===== src/core/uhp_params.svh =====
`ifndef UHP_PARAMS_SVH
`define UHP_PARAMS_SVH

// Report framing
`define UHP_LAST_IDX 6'h3F
`define UHP_SHADOW_LAST 5'h11

// Command codes
`define UHP_CMD_SET_SETTINGS 8'h21
`define UHP_CMD_SET_DIR 8'h32
`define UHP_CMD_GET_DIR 8'h33

// Status codes
`define UHP_STS_OK 8'h00
`define UHP_STS_UNSUPPORTED 8'hF8

// Byte positions inside a command report
`define UHP_IDX_CMD 5'h00
`define UHP_IDX_DIR_LO 5'h04
`define UHP_IDX_DIR_HI 5'h05
`define UHP_IDX_DESIG5 5'h09
`define UHP_IDX_DESIG6 5'h0A
`define UHP_IDX_DESIG7 5'h0B
`define UHP_IDX_DESIG8 5'h0C
`define UHP_IDX_DEF_OUT 5'h0D
`define UHP_IDX_DEF_DIR 5'h0F
`define UHP_IDX_OTHER 5'h11

// Byte positions inside a response report
`define UHP_RSP_CMD 6'h00
`define UHP_RSP_STS 6'h01
`define UHP_RSP_DIR_LO 6'h04
`define UHP_RSP_DIR_HI 6'h05

// Field positions in the other-settings byte
`define UHP_BIT_WAKE 4
`define UHP_BIT_CNT_HI 3
`define UHP_BIT_CNT_LO 1
`define UHP_BIT_SPI_HOLD 0

// Function codes
`define UHP_DESIG_GPIO 8'h00
`define UHP_DESIG_CS 8'h01
`define UHP_DESIG_DEDICATED 8'h02
`define UHP_DESIG_MAX 8'h02

// Reset values and the fixed high direction response byte
`define UHP_RST_DESIG 2'h0
`define UHP_RST_BYTE 8'h00
`define UHP_RST_DIR 8'hFF
`define UHP_DIR_HI_RSP 8'h01

`endif


===== src/core/uhp_pkg.sv =====
package uhp_pkg;

	// Command sequencer states
	typedef enum logic [1:0] {
		UHP_RECV = 2'b00,
		UHP_APPLY = 2'b01,
		UHP_SEND = 2'b10
	} uhp_state_t;

	// Interrupt-pin counting modes
	typedef enum logic [2:0] {
		UHP_CNT_OFF = 3'b000,
		UHP_CNT_FALL = 3'b001,
		UHP_CNT_RISE = 3'b010,
		UHP_CNT_LOW = 3'b011,
		UHP_CNT_HIGH = 3'b100
	} uhp_count_t;

	// Other chip settings carried together
	typedef struct packed {
		logic remote_wake;
		logic [2:0] count_mode;
		logic spi_hold;
	} uhp_misc_t;

	// Function of general pins 5 to 7 and the input-only pin
	typedef struct packed {
		logic [1:0] general_pin_7;
		logic [1:0] general_pin_6;
		logic [1:0] general_pin_5;
		logic [1:0] input_only_pin;
	} uhp_desig_t;

endpackage : uhp_pkg


===== src/core/uhp_cmd.sv =====
`include "uhp_params.svh"

module uhp_cmd import uhp_pkg::*; (
	input wire logic CORE_CLK_I,
	input wire logic RESETN_I,
	input wire logic RX_VALID_I,
	input wire logic [7:0] RX_DATA_I,
	output logic RX_READY_O,
	output logic TX_VALID_O,
	output logic [7:0] TX_DATA_O,
	input wire logic TX_READY_I,
	input wire logic [4:0] LOW_PINS_GPIO_I,
	output uhp_desig_t PIN_DESIG_O,
	output logic [7:0] DEFAULT_OUT_O,
	output logic [7:0] DEFAULT_DIR_O,
	output logic [7:0] CURRENT_DIR_O,
	output uhp_misc_t MISC_O,
	output logic CMD_DONE_O
);

	// Sequencer and report bookkeeping
	uhp_state_t state; // Sequencer state
	logic [5:0] idx; // Byte counter inside a report
	logic [7:0] shadow [0:17]; // Meaningful head of the command report
	logic [7:0] rsp_cmd; // Command code echoed in the response
	logic [7:0] rsp_sts; // Status of the command in progress

	// Accept handshake on the receive side
	wire rx_take = RX_VALID_I && RX_READY_O;
	// Byte handed to the host on this edge
	wire tx_take = TX_VALID_O && TX_READY_I;
	// Last byte of a 64-byte report, in either direction
	wire rx_last = idx == `UHP_LAST_IDX;
	// Bytes past the shadow are reserved and dropped
	wire rx_keep = idx <= {1'b0, `UHP_SHADOW_LAST};

	// Command decode on the stored code byte
	wire [7:0] cmd = shadow[`UHP_IDX_CMD];
	wire is_set = cmd == `UHP_CMD_SET_SETTINGS;
	wire is_sdir = cmd == `UHP_CMD_SET_DIR;
	wire is_gdir = cmd == `UHP_CMD_GET_DIR;
	// Unknown codes are echoed with a failure status and change nothing
	wire known = is_set || is_sdir || is_gdir;

	// Function codes: out-of-range values leave the pin as it was
	wire d5_ok = shadow[`UHP_IDX_DESIG5] <= `UHP_DESIG_MAX;
	wire d6_ok = shadow[`UHP_IDX_DESIG6] <= `UHP_DESIG_MAX;
	wire d7_ok = shadow[`UHP_IDX_DESIG7] <= `UHP_DESIG_MAX;
	// Input-only pin takes input or dedicated, never chip select
	wire d8_ok = (shadow[`UHP_IDX_DESIG8] == `UHP_DESIG_GPIO)
		|| (shadow[`UHP_IDX_DESIG8] == `UHP_DESIG_DEDICATED);

	// Rejected codes fall back to the stored function
	wire [1:0] next_d5 = d5_ok ? shadow[`UHP_IDX_DESIG5][1:0] : PIN_DESIG_O.general_pin_5;
	wire [1:0] next_d6 = d6_ok ? shadow[`UHP_IDX_DESIG6][1:0] : PIN_DESIG_O.general_pin_6;
	wire [1:0] next_d7 = d7_ok ? shadow[`UHP_IDX_DESIG7][1:0] : PIN_DESIG_O.general_pin_7;
	wire [1:0] next_d8 = d8_ok ? shadow[`UHP_IDX_DESIG8][1:0] : PIN_DESIG_O.input_only_pin;

	// Other-settings byte split into its fields; bits 7:5 unused
	wire [7:0] other = shadow[`UHP_IDX_OTHER];
	wire [2:0] cnt_code = other[`UHP_BIT_CNT_HI:`UHP_BIT_CNT_LO];
	// Reserved counting codes keep the previous mode
	wire cnt_ok = cnt_code <= UHP_CNT_HIGH;
	uhp_misc_t next_misc;
	// One assignment in struct order: wake, counting mode, bus hold
	assign next_misc = {other[`UHP_BIT_WAKE],
		cnt_ok ? cnt_code : MISC_O.count_mode,
		other[`UHP_BIT_SPI_HOLD]};

	// Two-bit form of the GPIO function code, as stored per pin
	wire [1:0] desig_gpio = 2'(`UHP_DESIG_GPIO);
	// Pins that are GPIO after this command: pins 5 to 7 from the new functions, low pins from LOW_PINS_GPIO_I
	wire [7:0] gpio_mask_new = {next_d7 == desig_gpio,
		next_d6 == desig_gpio, next_d5 == desig_gpio, LOW_PINS_GPIO_I};
	// Pins that are GPIO now
	wire [7:0] gpio_mask = {PIN_DESIG_O.general_pin_7 == desig_gpio,
		PIN_DESIG_O.general_pin_6 == desig_gpio,
		PIN_DESIG_O.general_pin_5 == desig_gpio, LOW_PINS_GPIO_I};

	// Direction update restricted to GPIO pins
	wire [7:0] set_dir_word = shadow[`UHP_IDX_DIR_LO];
	wire [7:0] next_dir_sdir = (CURRENT_DIR_O & ~gpio_mask)
		| (set_dir_word & gpio_mask);
	// New settings load the default direction into GPIO pins
	wire [7:0] next_dir_set = (CURRENT_DIR_O & ~gpio_mask_new)
		| (shadow[`UHP_IDX_DEF_DIR] & gpio_mask_new);

	// Index of the next response byte to place on the output
	wire [5:0] rsp_idx = (state == UHP_APPLY) ? `UHP_RSP_CMD : idx + 6'h01;
	// Response byte selection; unused bytes read as zero
	wire [7:0] rsp_byte = (rsp_idx == `UHP_RSP_CMD) ? rsp_cmd
		: (rsp_idx == `UHP_RSP_STS) ? rsp_sts
		: (is_gdir && rsp_idx == `UHP_RSP_DIR_LO) ? CURRENT_DIR_O
		: (is_gdir && rsp_idx == `UHP_RSP_DIR_HI) ? `UHP_DIR_HI_RSP
		: `UHP_RST_BYTE;

	// Sequencer: a whole report in, then a whole report out
	always_ff @(posedge CORE_CLK_I) begin
		if (!RESETN_I) begin
			state <= UHP_RECV;
		end else begin
			case (state)
				// Leave receive only after the 64th byte
				UHP_RECV: begin
					if (rx_take && rx_last) begin
						state <= UHP_APPLY;
					end
				end
				UHP_APPLY: begin
					state <= UHP_SEND;
				end
				// Next command waits until the last response byte leaves
				UHP_SEND: begin
					if (tx_take && rx_last) begin
						state <= UHP_RECV;
					end
				end
				default: begin
					state <= UHP_RECV;
				end
			endcase
		end
	end

	// Byte counter shared by both directions
	always_ff @(posedge CORE_CLK_I) begin
		if (!RESETN_I) begin
			idx <= 6'h00;
		end else if (rx_take || tx_take) begin
			idx <= idx + 6'h01;
		end else if (state == UHP_APPLY) begin
			idx <= 6'h00;
		end
	end

	// Capture of the meaningful command bytes; zero fill is not checked
	always_ff @(posedge CORE_CLK_I) begin
		if (!RESETN_I) begin
			for (int i = 0; i < 18; i++) begin
				shadow[i] <= `UHP_RST_BYTE;
			end
		end else if (rx_take && rx_keep) begin
			shadow[idx[4:0]] <= RX_DATA_I;
		end
	end

	// Receive ready drops once a full report is in
	always_ff @(posedge CORE_CLK_I) begin
		if (!RESETN_I) begin
			RX_READY_O <= 1'b1;
		end else if (rx_take && rx_last) begin
			RX_READY_O <= 1'b0;
		end else if (tx_take && rx_last) begin
			RX_READY_O <= 1'b1;
		end
	end

	// Echo and status latched as the last command byte is taken
	always_ff @(posedge CORE_CLK_I) begin
		if (!RESETN_I) begin
			rsp_cmd <= `UHP_RST_BYTE;
			rsp_sts <= `UHP_STS_OK;
		end else if (state == UHP_RECV && rx_take && rx_last) begin
			// The code byte has sat in the shadow since byte 0 arrived
			rsp_cmd <= cmd;
			rsp_sts <= known ? `UHP_STS_OK : `UHP_STS_UNSUPPORTED;
		end
	end

	// Response stream; a stalled host holds the byte in place
	// Byte 0 is loaded on leaving APPLY, later bytes follow each take
	always_ff @(posedge CORE_CLK_I) begin
		if (!RESETN_I) begin
			TX_VALID_O <= 1'b0;
			TX_DATA_O <= `UHP_RST_BYTE;
		end else if (state == UHP_APPLY) begin
			TX_VALID_O <= 1'b1;
			TX_DATA_O <= rsp_byte;
		end else if (tx_take && rx_last) begin
			TX_VALID_O <= 1'b0;
			TX_DATA_O <= `UHP_RST_BYTE;
		end else if (tx_take) begin
			TX_DATA_O <= rsp_byte;
		end
	end

	// Volatile settings, taken only from a set-current-settings report
	// Bytes 14 and 16 are not stored: their high halves carry nothing here
	always_ff @(posedge CORE_CLK_I) begin
		if (!RESETN_I) begin
			PIN_DESIG_O <= {4{`UHP_RST_DESIG}};
			DEFAULT_OUT_O <= `UHP_RST_BYTE;
			DEFAULT_DIR_O <= `UHP_RST_DIR;
			MISC_O <= '0;
		end else if (state == UHP_APPLY && is_set) begin
			PIN_DESIG_O <= {next_d7, next_d6, next_d5, next_d8};
			DEFAULT_OUT_O <= shadow[`UHP_IDX_DEF_OUT];
			DEFAULT_DIR_O <= shadow[`UHP_IDX_DEF_DIR];
			MISC_O <= next_misc;
		end
	end

	// Current direction word; the high byte is implied by the input-only pin
	// A settings report reloads GPIO pins from the default direction
	always_ff @(posedge CORE_CLK_I) begin
		if (!RESETN_I) begin
			CURRENT_DIR_O <= `UHP_RST_DIR;
		end else if (state == UHP_APPLY && is_sdir) begin
			CURRENT_DIR_O <= next_dir_sdir;
		end else if (state == UHP_APPLY && is_set) begin
			CURRENT_DIR_O <= next_dir_set;
		end
	end

	// One-cycle pulse when a command takes effect
	// Rises on the same edge as the first response byte
	always_ff @(posedge CORE_CLK_I) begin
		if (!RESETN_I) begin
			CMD_DONE_O <= 1'b0;
		end else begin
			CMD_DONE_O <= state == UHP_APPLY;
		end
	end

endmodule : uhp_cmd


===== config.mk =====
export PLATFORM = sky130hd
export DESIGN_NAME = uhp_cmd
export DESIGN_NICKNAME = d
export VERILOG_FILES = /design/src/core/uhp_pkg.sv /design/src/core/uhp_cmd.sv
export VERILOG_INCLUDE_DIRS = /design/src /design/src/core
export SDC_FILE = /design/constraint.sdc
export NUM_CORES = 1
export LEC_CHECK = 0
export BUFFER_PORTS_ARGS = -buffer_cell sky130_fd_sc_hd__buf_4
export CORE_MARGIN = 1
export CORE_UTILIZATION = 45
export DETAILED_ROUTE_END_ITERATION = 7
export MAX_ROUTING_LAYER = met4
export PLACE_DENSITY_LB_ADDON = 0.25
export SETUP_SLACK_MARGIN = 0.05
export SYNTH_ARGS = -nofsm -noshare
export SYNTH_HDL_FRONTEND = slang
export SYNTH_SLANG_ARGS = --single-unit

===== constraint.sdc =====
create_clock -name CORE_CLK_I -period 2.6 [get_ports CORE_CLK_I]
set_input_delay 0.26 -clock CORE_CLK_I [delete_from_list [all_inputs] [get_ports CORE_CLK_I]]
set_output_delay 0.26 -clock CORE_CLK_I [all_outputs]
set_load 0.005 [all_outputs]

# Word-level counts from Yosys, hierarchy flattened

Memories as Yosys holds them, arrays and structs flattened. A register that Yosys moved wholly into a read port is not among the register bits.
Index checks and enable logic that the tools add are counted.

Register bits: 64
Bits in writable memories: 144
Input bits: 17
Word-level logic and storage cells: 108
Memories kept: 1

Memories:

| memory | words | width | read ports | clocked after memory_dff | write ports | line          | RTL |
|---|---|---|---|---|---|---|---|
| shadow | 18    | 8     | 9          | 1                        | 18          | uhp_cmd.sv:24 | `logic [7:0] shadow [0:17];` |

$add $sub $neg: 1
$lt $le $gt $ge: 5
Eq/ne operators: 12
Multiplexer cells: 30
Bitwise gates (word level): 8
Reduce and logical (&&, ||, !) cells: 34

Operators with widths:

| operator                                            | count |
|---|---|
| 2-to-1 mux 8 bit                                    | 10 |
| AND 8 bit                                           | 4 |
| equality test 8 x 6 -> 1 bit, second input constant | 3 |
| <= comparator 8 x 2 -> 1 bit, second input constant | 3 |
| 2-to-1 mux 6 bit                                    | 3 |
| inverter 8 bit                                      | 2 |
| OR 8 bit                                            | 2 |
| logical NOT 2 bit                                   | 7 |
| equality test 6 x 3 -> 1 bit, second input constant | 2 |
| logical AND 1 bit                                   | 11 |
| 2-to-1 mux 1 bit                                    | 10 |
| 2-to-1 mux 2 bit                                    | 5 |
| equality test 8 x 2 -> 1 bit, second input constant | 1 |
| logical NOT 8 bit                                   | 1 |
| nonzero test 2 bit                                  | 4 |
| OR reduction 8 bit                                  | 1 |
| adder 6 x 1 -> 6 bit, second input constant         | 1 |
| equality test 6 x 1 -> 1 bit, second input constant | 1 |
| equality test 6 bit, second input constant          | 1 |
| <= comparator 6 x 5 -> 1 bit, second input constant | 1 |
| logical NOT 6 bit                                   | 1 |
| case mux 2 bit (3 select lines)                     | 1 |
| AND reduction 2 bit                                 | 3 |
| 2-to-1 mux 5 bit                                    | 1 |
| 7 further kinds                                     | 11 |

# Depth between registers and ports, before layout

Gate-level depths: netlist of the first run.

Depth in word-level cells: 11
Depth in mapped cells: 8

# Worst setup path after synthesis of the first run

OpenSTA, ideal clock, no wires.

Path kind: reg2reg
Start: reg idx[0]
End: mem shadow[13][0], enable pin
Library setup time: 330 ps
Data arrival time: 1963 ps
Slack: 307 ps
Stages on the path, launching flop included: 9
Buffers on the path: 2
Period minus slack after synthesis: 2293 ps
Cells stage by stage: dfxtp_1 > clkbuf_1 > inv_1 > ha_1 > o21ai_0 > a21oi_1 > clkbuf_1 > nand4_1 > nand2_1

RTL lines:

| item                     | line           | RTL |
|---|---|---|
| start: declaration       | uhp_cmd.sv:23  | `logic [5:0] idx;` |
| start signal: assignment | uhp_cmd.sv:130 | `idx <= idx + 6'h01;` |
| end: declaration         | uhp_cmd.sv:24  |  |

==> summary.md, run 1 <==
| Metric | Value |
|---|---|
| Total global-route track usage | roughly 22% |
| Layout cells sized above 1 | between 20% and 30% |
| Total grt overflow | 0 |
| Syn_nets | about 570 |
| CP max stage cell | or4b_4 |
| Crit start category | register |
| Initial core utilization | 46.8% |
| Post-synth ARST share | 0% |
| CTS tree | yes |
| Die width | roughly 110 µm |
| PortBufs | 64 |
| Pin count of the biggest net entering global routing | ~70 |
| Post-synth top cells | 84 x nand2_1, 69 x edfxtp_1, 65 x dfxtp_1 |
| Die Y | 114 µm |
| Worst-Skew Late Latency | about 0.42 ns |
| R2R setup slack | about 0.24 ns |
| WP buf/inv | 1 |
| Final hold vios | 0 |
| Top-count cell post-synth | nand2_1 |
| Fmax | ~420 MHz |
| Final antenna diode count | 0 |
| Slowest stage delay, CP | between 0.6 and 0.7 ns |
| Vias in the first global route | 4180 |
| Cell family with most CP delay | simple AND/OR/NAND/NOR gates |
| Status | completed |
| Cts bufs inserted | 17 |
| Peak supply drop | a little under 0.4 mV |
| P&R area growth vs syn | 24.2% |
| Vias per std cell | approximately 5.4 |
| First-pass GRT wire length | 21300 µm |
| # fillers | about 1000 |
| CTS Buffer Depth | 2 |
| DRC viols | 0 |
| Slew HR | ~46% |
| DR top layer | met4 |
| Maxcap violations | 0 |
| DRT iter0 DRCs | ~350 |
| Worst setup margin | around 0.24 ns |
| Max Slew Vio Count | 0 |
| Final Net Count | about 650 |
| Worst-path cell chain | or4b_4 -> or4_4 -> buf_6 -> a21oi_1 -> mux2i_1 -> nand3_1 |
| Syn Inst Count | around 550 |
| Syn avg cell area | around 10 µm² |
| Final period util | 90.8% |
| Root buf cell | clkbuf_16 |
| Core area | between 10000 and 15000 µm² |
| Tmin final | around 2.4 ns |
| Yosys reg bits | ~130 |
| Initial antenna violation count | 0 |
| Largest fanout on the critical path | 20 |
| H-tree Lvls | 4 |
| Area of the multi-input gates | about 2200 µm² |
| Power per Cell Area | between 600 and 700 nW/µm² |
| Worst-Margin Slew | about 0.8 ns |
| Post-synth EDFFs | 69 |
| Mapped cell area | about 5700 µm² |
| WP data arrival | about 2.6 ns |
| Clock transition at path regs | 0.05 ns |
| CTS sink count | roughly 130 |
| DR vias | about 4400 |
| Post-DP HPWL | around 9300 µm |
| Synth area leaders | edfxtp_1 36%, dfxtp_1 23%, nand2_1 5.5% |
| Cts hold-fix bufs | 0 |
| Final setup fails | 0 |
| Routed Antenna Nets | 0 |
| Drt pass-1 iters | 5 |
| Unrepaired setup endpoints after global routing | false |
| Skew final | roughly 0.019 ns |
| Final Routed Wirelength | approximately 13000 µm |
| Lkg Pwr | between 2 and 3 nW |
| CP Capture Type | register |
| Leading area contributor after synthesis | edfxtp_1 |
| Die area | around 13000 µm² |
| Fin Setup TNS | 0 ns |
| Io pins | 65 |
| Wire per inst | 16.5 µm |
| Row count | 40 |
| Pre-CTS WS | between 0.08 and 0.09 ns |
| Overall Power | ~0.0049 W |
| Sequential cell area | ~3400 µm² |
| CP required | about 2.9 ns |
| Yosys warning total | 0 |
| Hold WC Path Type | in2reg |
| Met3 WL | approximately 730 µm |
| Most used DFF post-synth | edfxtp_1 |
| Share of the synthesized area in the top cell type | a little over a third |
| Seq/Total Area, Yosys | between 50 and 60% |
| WL met1 | approximately 6100 µm |
| DR WL met2 | roughly 6300 µm |
| Critical path class | reg2reg |
| Synth unique cells | between 40 and 50 |
| Final GP Congestion | 0.824 |
-- routing by layer --
metal	vias to the layer above	GRT usage, %
met1	2099	29.8
met4	0	8.48
met2	143	34.1
met5	-	-
met3	18	3.81
li1	2105	-
-- flip-flops by register name, summed over array words and instances, names as in the netlist, named ones only --
name,count
MISC_O,5
TX_VALID_O,1
TX_DATA_O,8
rsp_cmd,8
shadow,69
PIN_DESIG_O,8
RX_READY_O,1
rsp_sts,1
CMD_DONE_O,1
DEFAULT_OUT_O,8
DEFAULT_DIR_O,8
idx,6
state,2
-- placed cells by master (no fill, tap or decap), types with 4 or more instances in the layout --
cell type  count
buf_4         88
nand2_1       84
edfxtp_1      69
dfxtp_1       65
nor2_1        55
and2_1        31
and3_1        23
a21boi_0      20
o21ai_0       18
nor2b_1       18
nand3_1       18
clkbuf_16     17
mux2i_1       16
inv_1         12
a21oi_1       12
nand4_1        7
a221o_1        7
nor3_1         5
a31oi_1        5
o22ai_1        5
o211a_1        4
clkbuf_1       4
-- tightest hold or removal path, delay by kind of cell --
kind / cells / cell delay [ns]
buffers and inverters: 1 / 0.09
and+or+nand+nor: 2 / 0.09
AOI/OAI and AO/OA: 1 / 0.07
-- power by group --
group | leakage, nW | internal [W] | switching, W
clock | 0.275 | 0.00152 | 0.000846
sequential | 1.24 | 0.00227 | 0.0000291
combinational | 1.38 | 0.0000645 | 0.000123
total | 2.89 | 0.00386 | 0.000998
-- through the flow --
step / std cells / utilization (%) / hold slack, ns / cell area [µm²]
floorplan: 549 / - / 0.426 / 5690
global placement: 776 / 53.2 / 0.424 / 6470
detailed placement: 776 / 53.2 / 0.422 / 6470
CTS: 808 / 58.0 / 0.149 / 7050
global route: 808 / 58.1 / 0.179 / 7070
finish: 808 / 58.1 / 0.164 / 7070
-- area by class of cell --
type / instances / area share (%)
sequential: 134 / 47.7
multi-input combinational: 373 / 30.9
timing repair buffer: 89 / 9.51
clock buffer: 22 / 6.43
tap: 168 / 2.97
clock inverter: 10 / 1.84
inverter: 12 / 0.637
-- path summary, 6_finish.rpt --
path | start | cells past startpoint | to
max | shadow[0][3]$_SDFFCE_PN0P_ | 6 | register
min | TX_READY_I | 4 | TX_VALID_O$_SDFFE_PN0P_
max reg2reg | shadow[0][3]$_SDFFCE_PN0P_ | 6 | register
min reg2reg | PIN_DESIG_O[0]$_SDFFE_PN0P_ | 2 | PIN_DESIG_O[0]$_SDFFE_PN0P_
-- cell families (layout without fill, tap and decap cells) --
logic type | after synthesis | in the layout | share of synthesized area, %
buf+inv | 42 | 133 | 2.84
compound gates | 84 | 84 | 10.5
simple gates | 269 | 269 | 23.7
flops | 134 | 134 | 59.3
xor+xnor | 1 | 1 | 0.154
mux | 16 | 16 | 2.81
fa+ha+maj | 3 | 3 | 0.660
-- what timing repair did --
| item | CTS | global route |
|---|---|---|
| setup buffers | 0 | 0 |
| gates resized for setup | 0 | 4 |
| endpoints found under the setup margin | 0 | 16 |
(Power assumes the default switching activity.)
==> inputs of run 2 (changes only) <==
--- a/config.mk
+++ b/config.mk
@@ -11,7 +11,7 @@
 export CORE_UTILIZATION = 45
 export DETAILED_ROUTE_END_ITERATION = 7
 export MAX_ROUTING_LAYER = met4
-export PLACE_DENSITY_LB_ADDON = 0.25
+export PLACE_DENSITY = 0.74
 export SETUP_SLACK_MARGIN = 0.05
 export SYNTH_ARGS = -nofsm -noshare
 export SYNTH_HDL_FRONTEND = slang
==> summary.md, run 2 (synthesis gave the netlist of run 1 again) <==
| Metric | Value |
|---|---|
| Status | completed |
| Cts bufs inserted | 17 (unchanged) |
| CP Capture Type | register |
| PortBufs | 64 (unchanged) |
| Layout cells sized above 1 | 19.5% (-0.69 points) |
| Worst Hold End | RX_READY_O$_SDFFE_PN1P_ |
| Critical path class | reg2reg |
| Row count | 40 (unchanged) |
| Most frequent cells in the layout | 86 x buf_4, 84 x nand2_1, 69 x edfxtp_1 |
| Peak supply drop | 0.439 mV (+11%) |
| Tmin final | 2.39 ns (+0.0285 ns) |
| Largest reg by FF count | shadow |
| Largest fanout on the critical path | 20 (unchanged) |
| Maxcap violations | 0 (unchanged) |
| Skew final | 0.00745 ns (-0.0114 ns) |
| Crit start category | register |
| Max Slew Vio Count | 0 (unchanged) |
| Fmax | 418 MHz (-1.2%) |
| Lkg Pwr | 2.87 nW (-0.95%) |
| Unrepaired setup endpoints after global routing | false |
| Hold WC Path Type | in2reg |
| Commonest non-fill, non-tap cell in the layout | buf_4 |
| Pre-CTS WS | 0.130 ns (+0.0466 ns) |
| Final non-filler cell total | 805 (-0.37%) |
| Post-route design area | 7000 µm² (-1.0%) |
| Crit Reg-Reg Endpoint | MISC_O[2]$_SDFFE_PN0P_ |
| Sequential cell area | 3370 µm² (unchanged) |
| Die Y | 114 µm (unchanged) |
| Area post-placement | 6440 µm² (-0.35%) |
| Final period util | 91.9% (+1.1 points) |
| CP required | 2.91 ns (+0.05 ns) |
| Final Net Count | 644 (-0.46%) |
| Pin count of the biggest net entering global routing | 67 (-2.9%) |
| Clock transition at path regs | 0.05 ns (about the same) |
| Final hold vios | 0 (unchanged) |
| Final antenna diode count | 0 (unchanged) |
| CTS tree | yes |
| R2R setup slack | 0.21 ns (-0.03 ns) |
| Final Routed Wirelength | 13300 µm (about the same) |
| Post-DP HPWL | 9450 µm (+1.0%) |
| # fillers | 1002 (-1.9%) |
| WP data arrival | 2.70 ns (+0.08 ns) |
| Cells on worst reg2reg path | 6 (unchanged) |
| Power per Cell Area | 670 nW/µm² (-2.5%) |
| Overall Power | 0.00468 W (-3.5%) |
| Initial core utilization | 46.8% (unchanged) |
| Initial antenna violation count | 0 (unchanged) |
| Drt pass-1 iters | 5 (unchanged) |
| Hold Path Stages | 2 (-2) |
| Worst setup margin | 0.210 ns (-0.0285 ns) |
| Vias per std cell | 5.47 (+1.2%) |
| Total global-route track usage | 22.0% (-0.25 points) |
| Max reg flops | 69 (unchanged) |
| P&R area growth vs syn | 23.0% |
| Post-CTS Setup Bufs | 0 (unchanged) |
| Placed cell count | 773 (-0.39%) |
| FF-to-FF Start | shadow[0][3]$_SDFFCE_PN0P_ |
| DRC viols | 0 (unchanged) |
| DRT iter0 DRCs | 443 (+25%) |
| Final GP Congestion | 0.898 (+8.9%) |
| Core area | 12200 µm² (unchanged) |
| CTS Buffer Depth | 2 (unchanged) |
| Fin Setup TNS | 0 ns (unchanged) |
| Final setup fails | 0 (unchanged) |
| Worst-Margin Slew | 0.774 ns (-0.0323 ns) |
| Worst Min Path Start | RESETN_I |
| Area of the multi-input gates | 2180 µm² (-0.29%) |
| Root buf cell | clkbuf_16 |
| Io pins | 65 (unchanged) |
| Vias in the first global route | 4325 (+3.5%) |
| DR vias | 4400 (+0.80%) |
| Total grt overflow | 0 (unchanged) |
| First-pass GRT wire length | 21100 µm (-0.94%) |
| Slew HR | 47.9% (+2.2 points) |
| Die width | 114 µm (unchanged) |
| H-tree Lvls | 4 (unchanged) |
| Die area | 13100 µm² (unchanged) |
| Routed Antenna Nets | 0 (unchanged) |
| CTS sink count | 134 (unchanged) |
| Wire per inst | 16.6 µm (+0.33%) |
| Worst-Skew Late Latency | 0.41 ns (about the same) |
[run 2: changes by cell type in the layout (fill, tap and decap cells not counted), sizes merged]
cell	delta
buf	-3
bufinv	-2
clkbuf	+1
clkinv	+3
clkinvlp	-2
[run 2: worst max-delay path, cell delays in order (launching register included)]
cell and delay, ns:
edfxtp_1 0.39, or4b_4 0.59, or4_1 0.55, buf_4 0.25, nor2_1 0.17, o21ai_0 0.11, a21boi_0 0.24
[run 2: worst max path at each step]
| stage | endpoint | cells past startpoint | startpoint | slack (ns) |
|---|---|---|---|---|
| after floorplan | shadow[13][0]$_SDFFCE_PN0P_ | 8 | idx[0]$_SDFFE_PN0P_ | 0.31 |
| after global placement | TX_DATA_O[3]$_SDFFE_PN0P_ | 5 | shadow[0][3]$_SDFFCE_PN0P_ | 0.22 |
| after detailed placement | TX_DATA_O[4]$_SDFFE_PN0P_ | 5 | shadow[0][3]$_SDFFCE_PN0P_ | 0.13 |
| after CTS | TX_DATA_O[3]$_SDFFE_PN0P_ | 6 | idx[0]$_SDFFE_PN0P_ | 0.12 |
| after global routing | register | 6 | shadow[0][3]$_SDFFCE_PN0P_ | 0.10 |
| final | MISC_O[2]$_SDFFE_PN0P_ | 6 | shadow[0][3]$_SDFFCE_PN0P_ | 0.21 |
[run 2: per-layer routing]
| metal | share of wire [%] | wire length (µm) | vias up | GRT usage (%) |
|---|---|---|---|---|
| met3 | 6.5 | 867 | 18 | 5.56 |
| met1 | 43 | 5730 | 2127 | 27.1 |
| met5 | 0 | 0 | - | - |
| met4 | 1.3 | 172 | 0 | 8.31 |
| met2 | 49 | 6560 | 157 | 35.0 |
| li1 | - | - | 2098 | - |
[run 2: layout make-up]
cell class	count	share of cell area [%]
Timing Repair Buffer	86	9.23
Inverter	12	0.644
Clock inverter	9	1.11
Tap cell	168	3.00
Clock buffer	23	6.69
Multi-Input combinational cell	373	31.1
Sequential cell	134	48.2
[run 2: stage by stage]
stage          utilization [%]  hold WS [ns]
6_report                  57.5         0.107
2_1_floorplan                -         0.426
3_3_place_gp              53.0         0.425
5_1_grt                   57.5         0.116
4_1_cts                   57.5        0.0885
3_5_place_dp              53.0         0.422
[run 2: power breakdown]
group | internal, W | switching (W)
registers | 0.00227 | 0.0000284
logic | 0.0000648 | 0.000122
clock network | 0.00136 | 0.000845
total | 0.00369 | 0.000996
[run 2: timing repair]
action                                 4_1_cts  5_1_grt
endpoints found under the hold margin        0        0
setup endpoints to repair                    0        7
gates resized for setup                      0        1
hold buffers                                 0        0
==> inputs of run 3 (changes only) <==
==> constraint.sdc (replaced) <==
create_clock -name CORE_CLK_I -period 2.8 [get_ports CORE_CLK_I]
set_input_delay 0.28 -clock CORE_CLK_I [delete_from_list [all_inputs] [get_ports CORE_CLK_I]]
set_output_delay 0.28 -clock CORE_CLK_I [all_outputs]
set_load 0.005 [all_outputs]
==> summary.md, run 3 (synthesis gave the netlist of run 1 again) <==
| Metric | Value |
|---|---|
| Status | completed |
| Core area | 12200 µm² (unchanged) |
| Peak supply drop | 0.389 mV (-11%) |
| WP data arrival | 2.70 ns (about the same) |
| Drt pass-1 iters | 5 (unchanged) |
| R2R setup slack | 0.39 ns (+0.18 ns) |
| Final Net Count | 640 (-0.62%) |
| Most frequent cells in the layout | 84 x nand2_1, 82 x buf_4, 69 x edfxtp_1 |
| Worst Min Path Start | LOW_PINS_GPIO_I[0] |
| Total grt overflow | 0 (unchanged) |
| Post-DP HPWL | 9730 µm (+3.0%) |
| CP required | 3.09 ns (+0.18 ns) |
| Max Slew Vio Count | 0 (unchanged) |
| Final Routed Wirelength | 13700 µm (+2.8%) |
| Max reg flops | 69 (unchanged) |
| Layout cells sized above 1 | 19.3% (-0.19 points) |
| Largest reg by FF count | shadow |
| P&R area growth vs syn | 24.1% |
| Tmin final | 2.41 ns (+0.0204 ns) |
| Worst-Skew Late Latency | 0.41 ns (about the same) |
| Post-CTS Setup Bufs | 0 (unchanged) |
| First-pass GRT wire length | 22100 µm (+4.5%) |
| Area post-placement | 6410 µm² (-0.47%) |
| Vias in the first global route | 4299 (-0.60%) |
| Slew HR | 55.8% (+7.9 points) |
| Total global-route track usage | 22.9% (+0.90 points) |
| Row count | 40 (unchanged) |
| # fillers | 1003 (+0.10%) |
| Hold WC Path Type | in2reg |
| CTS tree | yes |
| DRC viols | 0 (unchanged) |
| Worst path depth | 6 (unchanged) |
| Maxcap violations | 0 (unchanged) |
| Setup crit start | idx[1]$_SDFFE_PN0P_ |
| Commonest non-fill, non-tap cell in the layout | nand2_1 |
| Die width | 114 µm (unchanged) |
| Final setup fails | 0 (unchanged) |
| Unrepaired setup endpoints after global routing | false |
| CTS sink count | 134 (unchanged) |
| Final period util | 86.1% (-5.8 points) |
| Final hold vios | 0 (unchanged) |
| DRT iter0 DRCs | 441 (-0.45%) |
| Wire per inst | 17.1 µm (+3.3%) |
| Initial antenna violation count | 0 (unchanged) |
| CP max stage cell | dfxtp_1 |
| Lkg Pwr | 2.89 nW (+0.90%) |
| Skew final | 0.00677 ns (-0.000688 ns) |
| CP Capture Type | register |
| Fmax | 415 MHz (-0.85%) |
| Io pins | 65 (unchanged) |
| Routed Antenna Nets | 0 (unchanged) |
| Die area | 13100 µm² (unchanged) |
| Initial core utilization | 46.8% (unchanged) |
| Largest fanout on the critical path | 12 (-40%) |
| Final antenna diode count | 0 (unchanged) |
| DR vias | 4435 (+0.80%) |
| Critical path class | reg2reg |
| Post-route design area | 7060 µm² (+0.95%) |
| CTS Buffer Depth | 2 (unchanged) |
| Clock transition at path regs | 0.06 ns (about the same) |
| PortBufs | 64 (unchanged) |
| Worst-Margin Slew | 0.658 ns (-0.116 ns) |
| WP buf/inv | 0 (-1) |
| Root buf cell | clkbuf_16 |
| Cts bufs inserted | 17 (unchanged) |
| Vias per std cell | 5.54 (+1.3%) |
| Crit start category | register |
| Slowest stage delay, CP | 0.56 ns (-0.03 ns) |
| Cells on worst reg2reg path | 6 (unchanged) |
| Worst-path cell chain | ha_1 -> and3_1 -> nor3_1 -> o21ai_0 -> o41ai_4 -> a221o_1 |
| Power per Cell Area | 653 nW/µm² (-2.5%) |
| Hold Path Stages | 3 (+1) |
| FF-to-FF Start | idx[1]$_SDFFE_PN0P_ |
| Fin Setup TNS | 0 ns (unchanged) |
| Cell family with most CP delay | compound AO/OA/AOI/OAI gates |
| H-tree Lvls | 4 (unchanged) |
| Die Y | 114 µm (unchanged) |
| Pin count of the biggest net entering global routing | 42 (-37%) |
| Final GP Congestion | 0.924 (+2.9%) |
## run 3: changes by cell type in the layout (fill, tap and decap cells not counted)
cell        delta
buf_4          -4
clkbuf_16      +4
clkbuf_8       +1
clkinv_1       -2
clkinv_2       -1
clkinv_4       -2
clkinvlp_4     -1
inv_6          +1
o41ai_2        -1
o41ai_4        +1
## run 3: final timing paths
kind,to
worst max-delay path,TX_DATA_O[7]$_SDFFE_PN0P_
worst max register to register,TX_DATA_O[7]$_SDFFE_PN0P_
worst min-delay path,register
worst min register to register,PIN_DESIG_O[0]$_SDFFE_PN0P_
## run 3: worst register-to-register path, stage by stage, from the launching register on
cell	delay [ns]
dfxtp_1	0.56
ha_1	0.43
and3_1	0.28
nor3_1	0.09
o21ai_0	0.38
o41ai_4	0.16
a221o_1	0.38
## run 3: per-layer routing
| layer | routed length, µm | share of wire (%) | track usage, % |
|---|---|---|---|
| met5 | 0 | 0 | - |
| met2 | 6710 | 49 | 37.0 |
| met4 | 164 | 1.2 | 7.53 |
| met1 | 5930 | 43 | 28.7 |
| met3 | 890 | 6.5 | 5.03 |
## run 3: final cells by class
cell class / instances / area [µm²] / area share, %
sequential: 134 / 3370 / 47.8
multi-input combinational: 373 / 2190 / 31.0
timing repair buffer: 82 / 616 / 8.72
clock buffer: 28 / 582 / 8.24
tap: 168 / 210 / 2.98
clock inverter: 4 / 48.8 / 0.691
inverter: 12 / 45.0 / 0.638
## run 3: power by group
part	switching (W)	leakage [nW]	internal (W)	total (W)
clock	0.000796	0.312	0.00151	0.00231
sequential	0.0000297	1.24	0.00211	0.00214
combinational	0.000111	1.34	0.0000562	0.000168
## run 3: timing repair
action | 4_1_cts | 5_1_grt
resized for setup | 0 | 2
endpoints found under the setup margin | 0 | 7
hold buffers | 0 | 0
## run 3: metrics by stage
stage / setup slack [ns] / std cells / hold WS (ns) / util [%] / power, W
2_1_floorplan: 0.507 / 549 / 0.426 / - / 0.00226
3_3_place_gp: 0.337 / 769 / 0.428 / 52.7 / 0.00233
3_5_place_dp: 0.164 / 769 / 0.428 / 52.7 / 0.00234
4_1_cts: 0.134 / 801 / 0.159 / 57.9 / 0.00463
5_1_grt: 0.231 / 801 / 0.195 / 58.1 / 0.00474
6_report: 0.389 / 801 / 0.170 / 58.1 / 0.00461
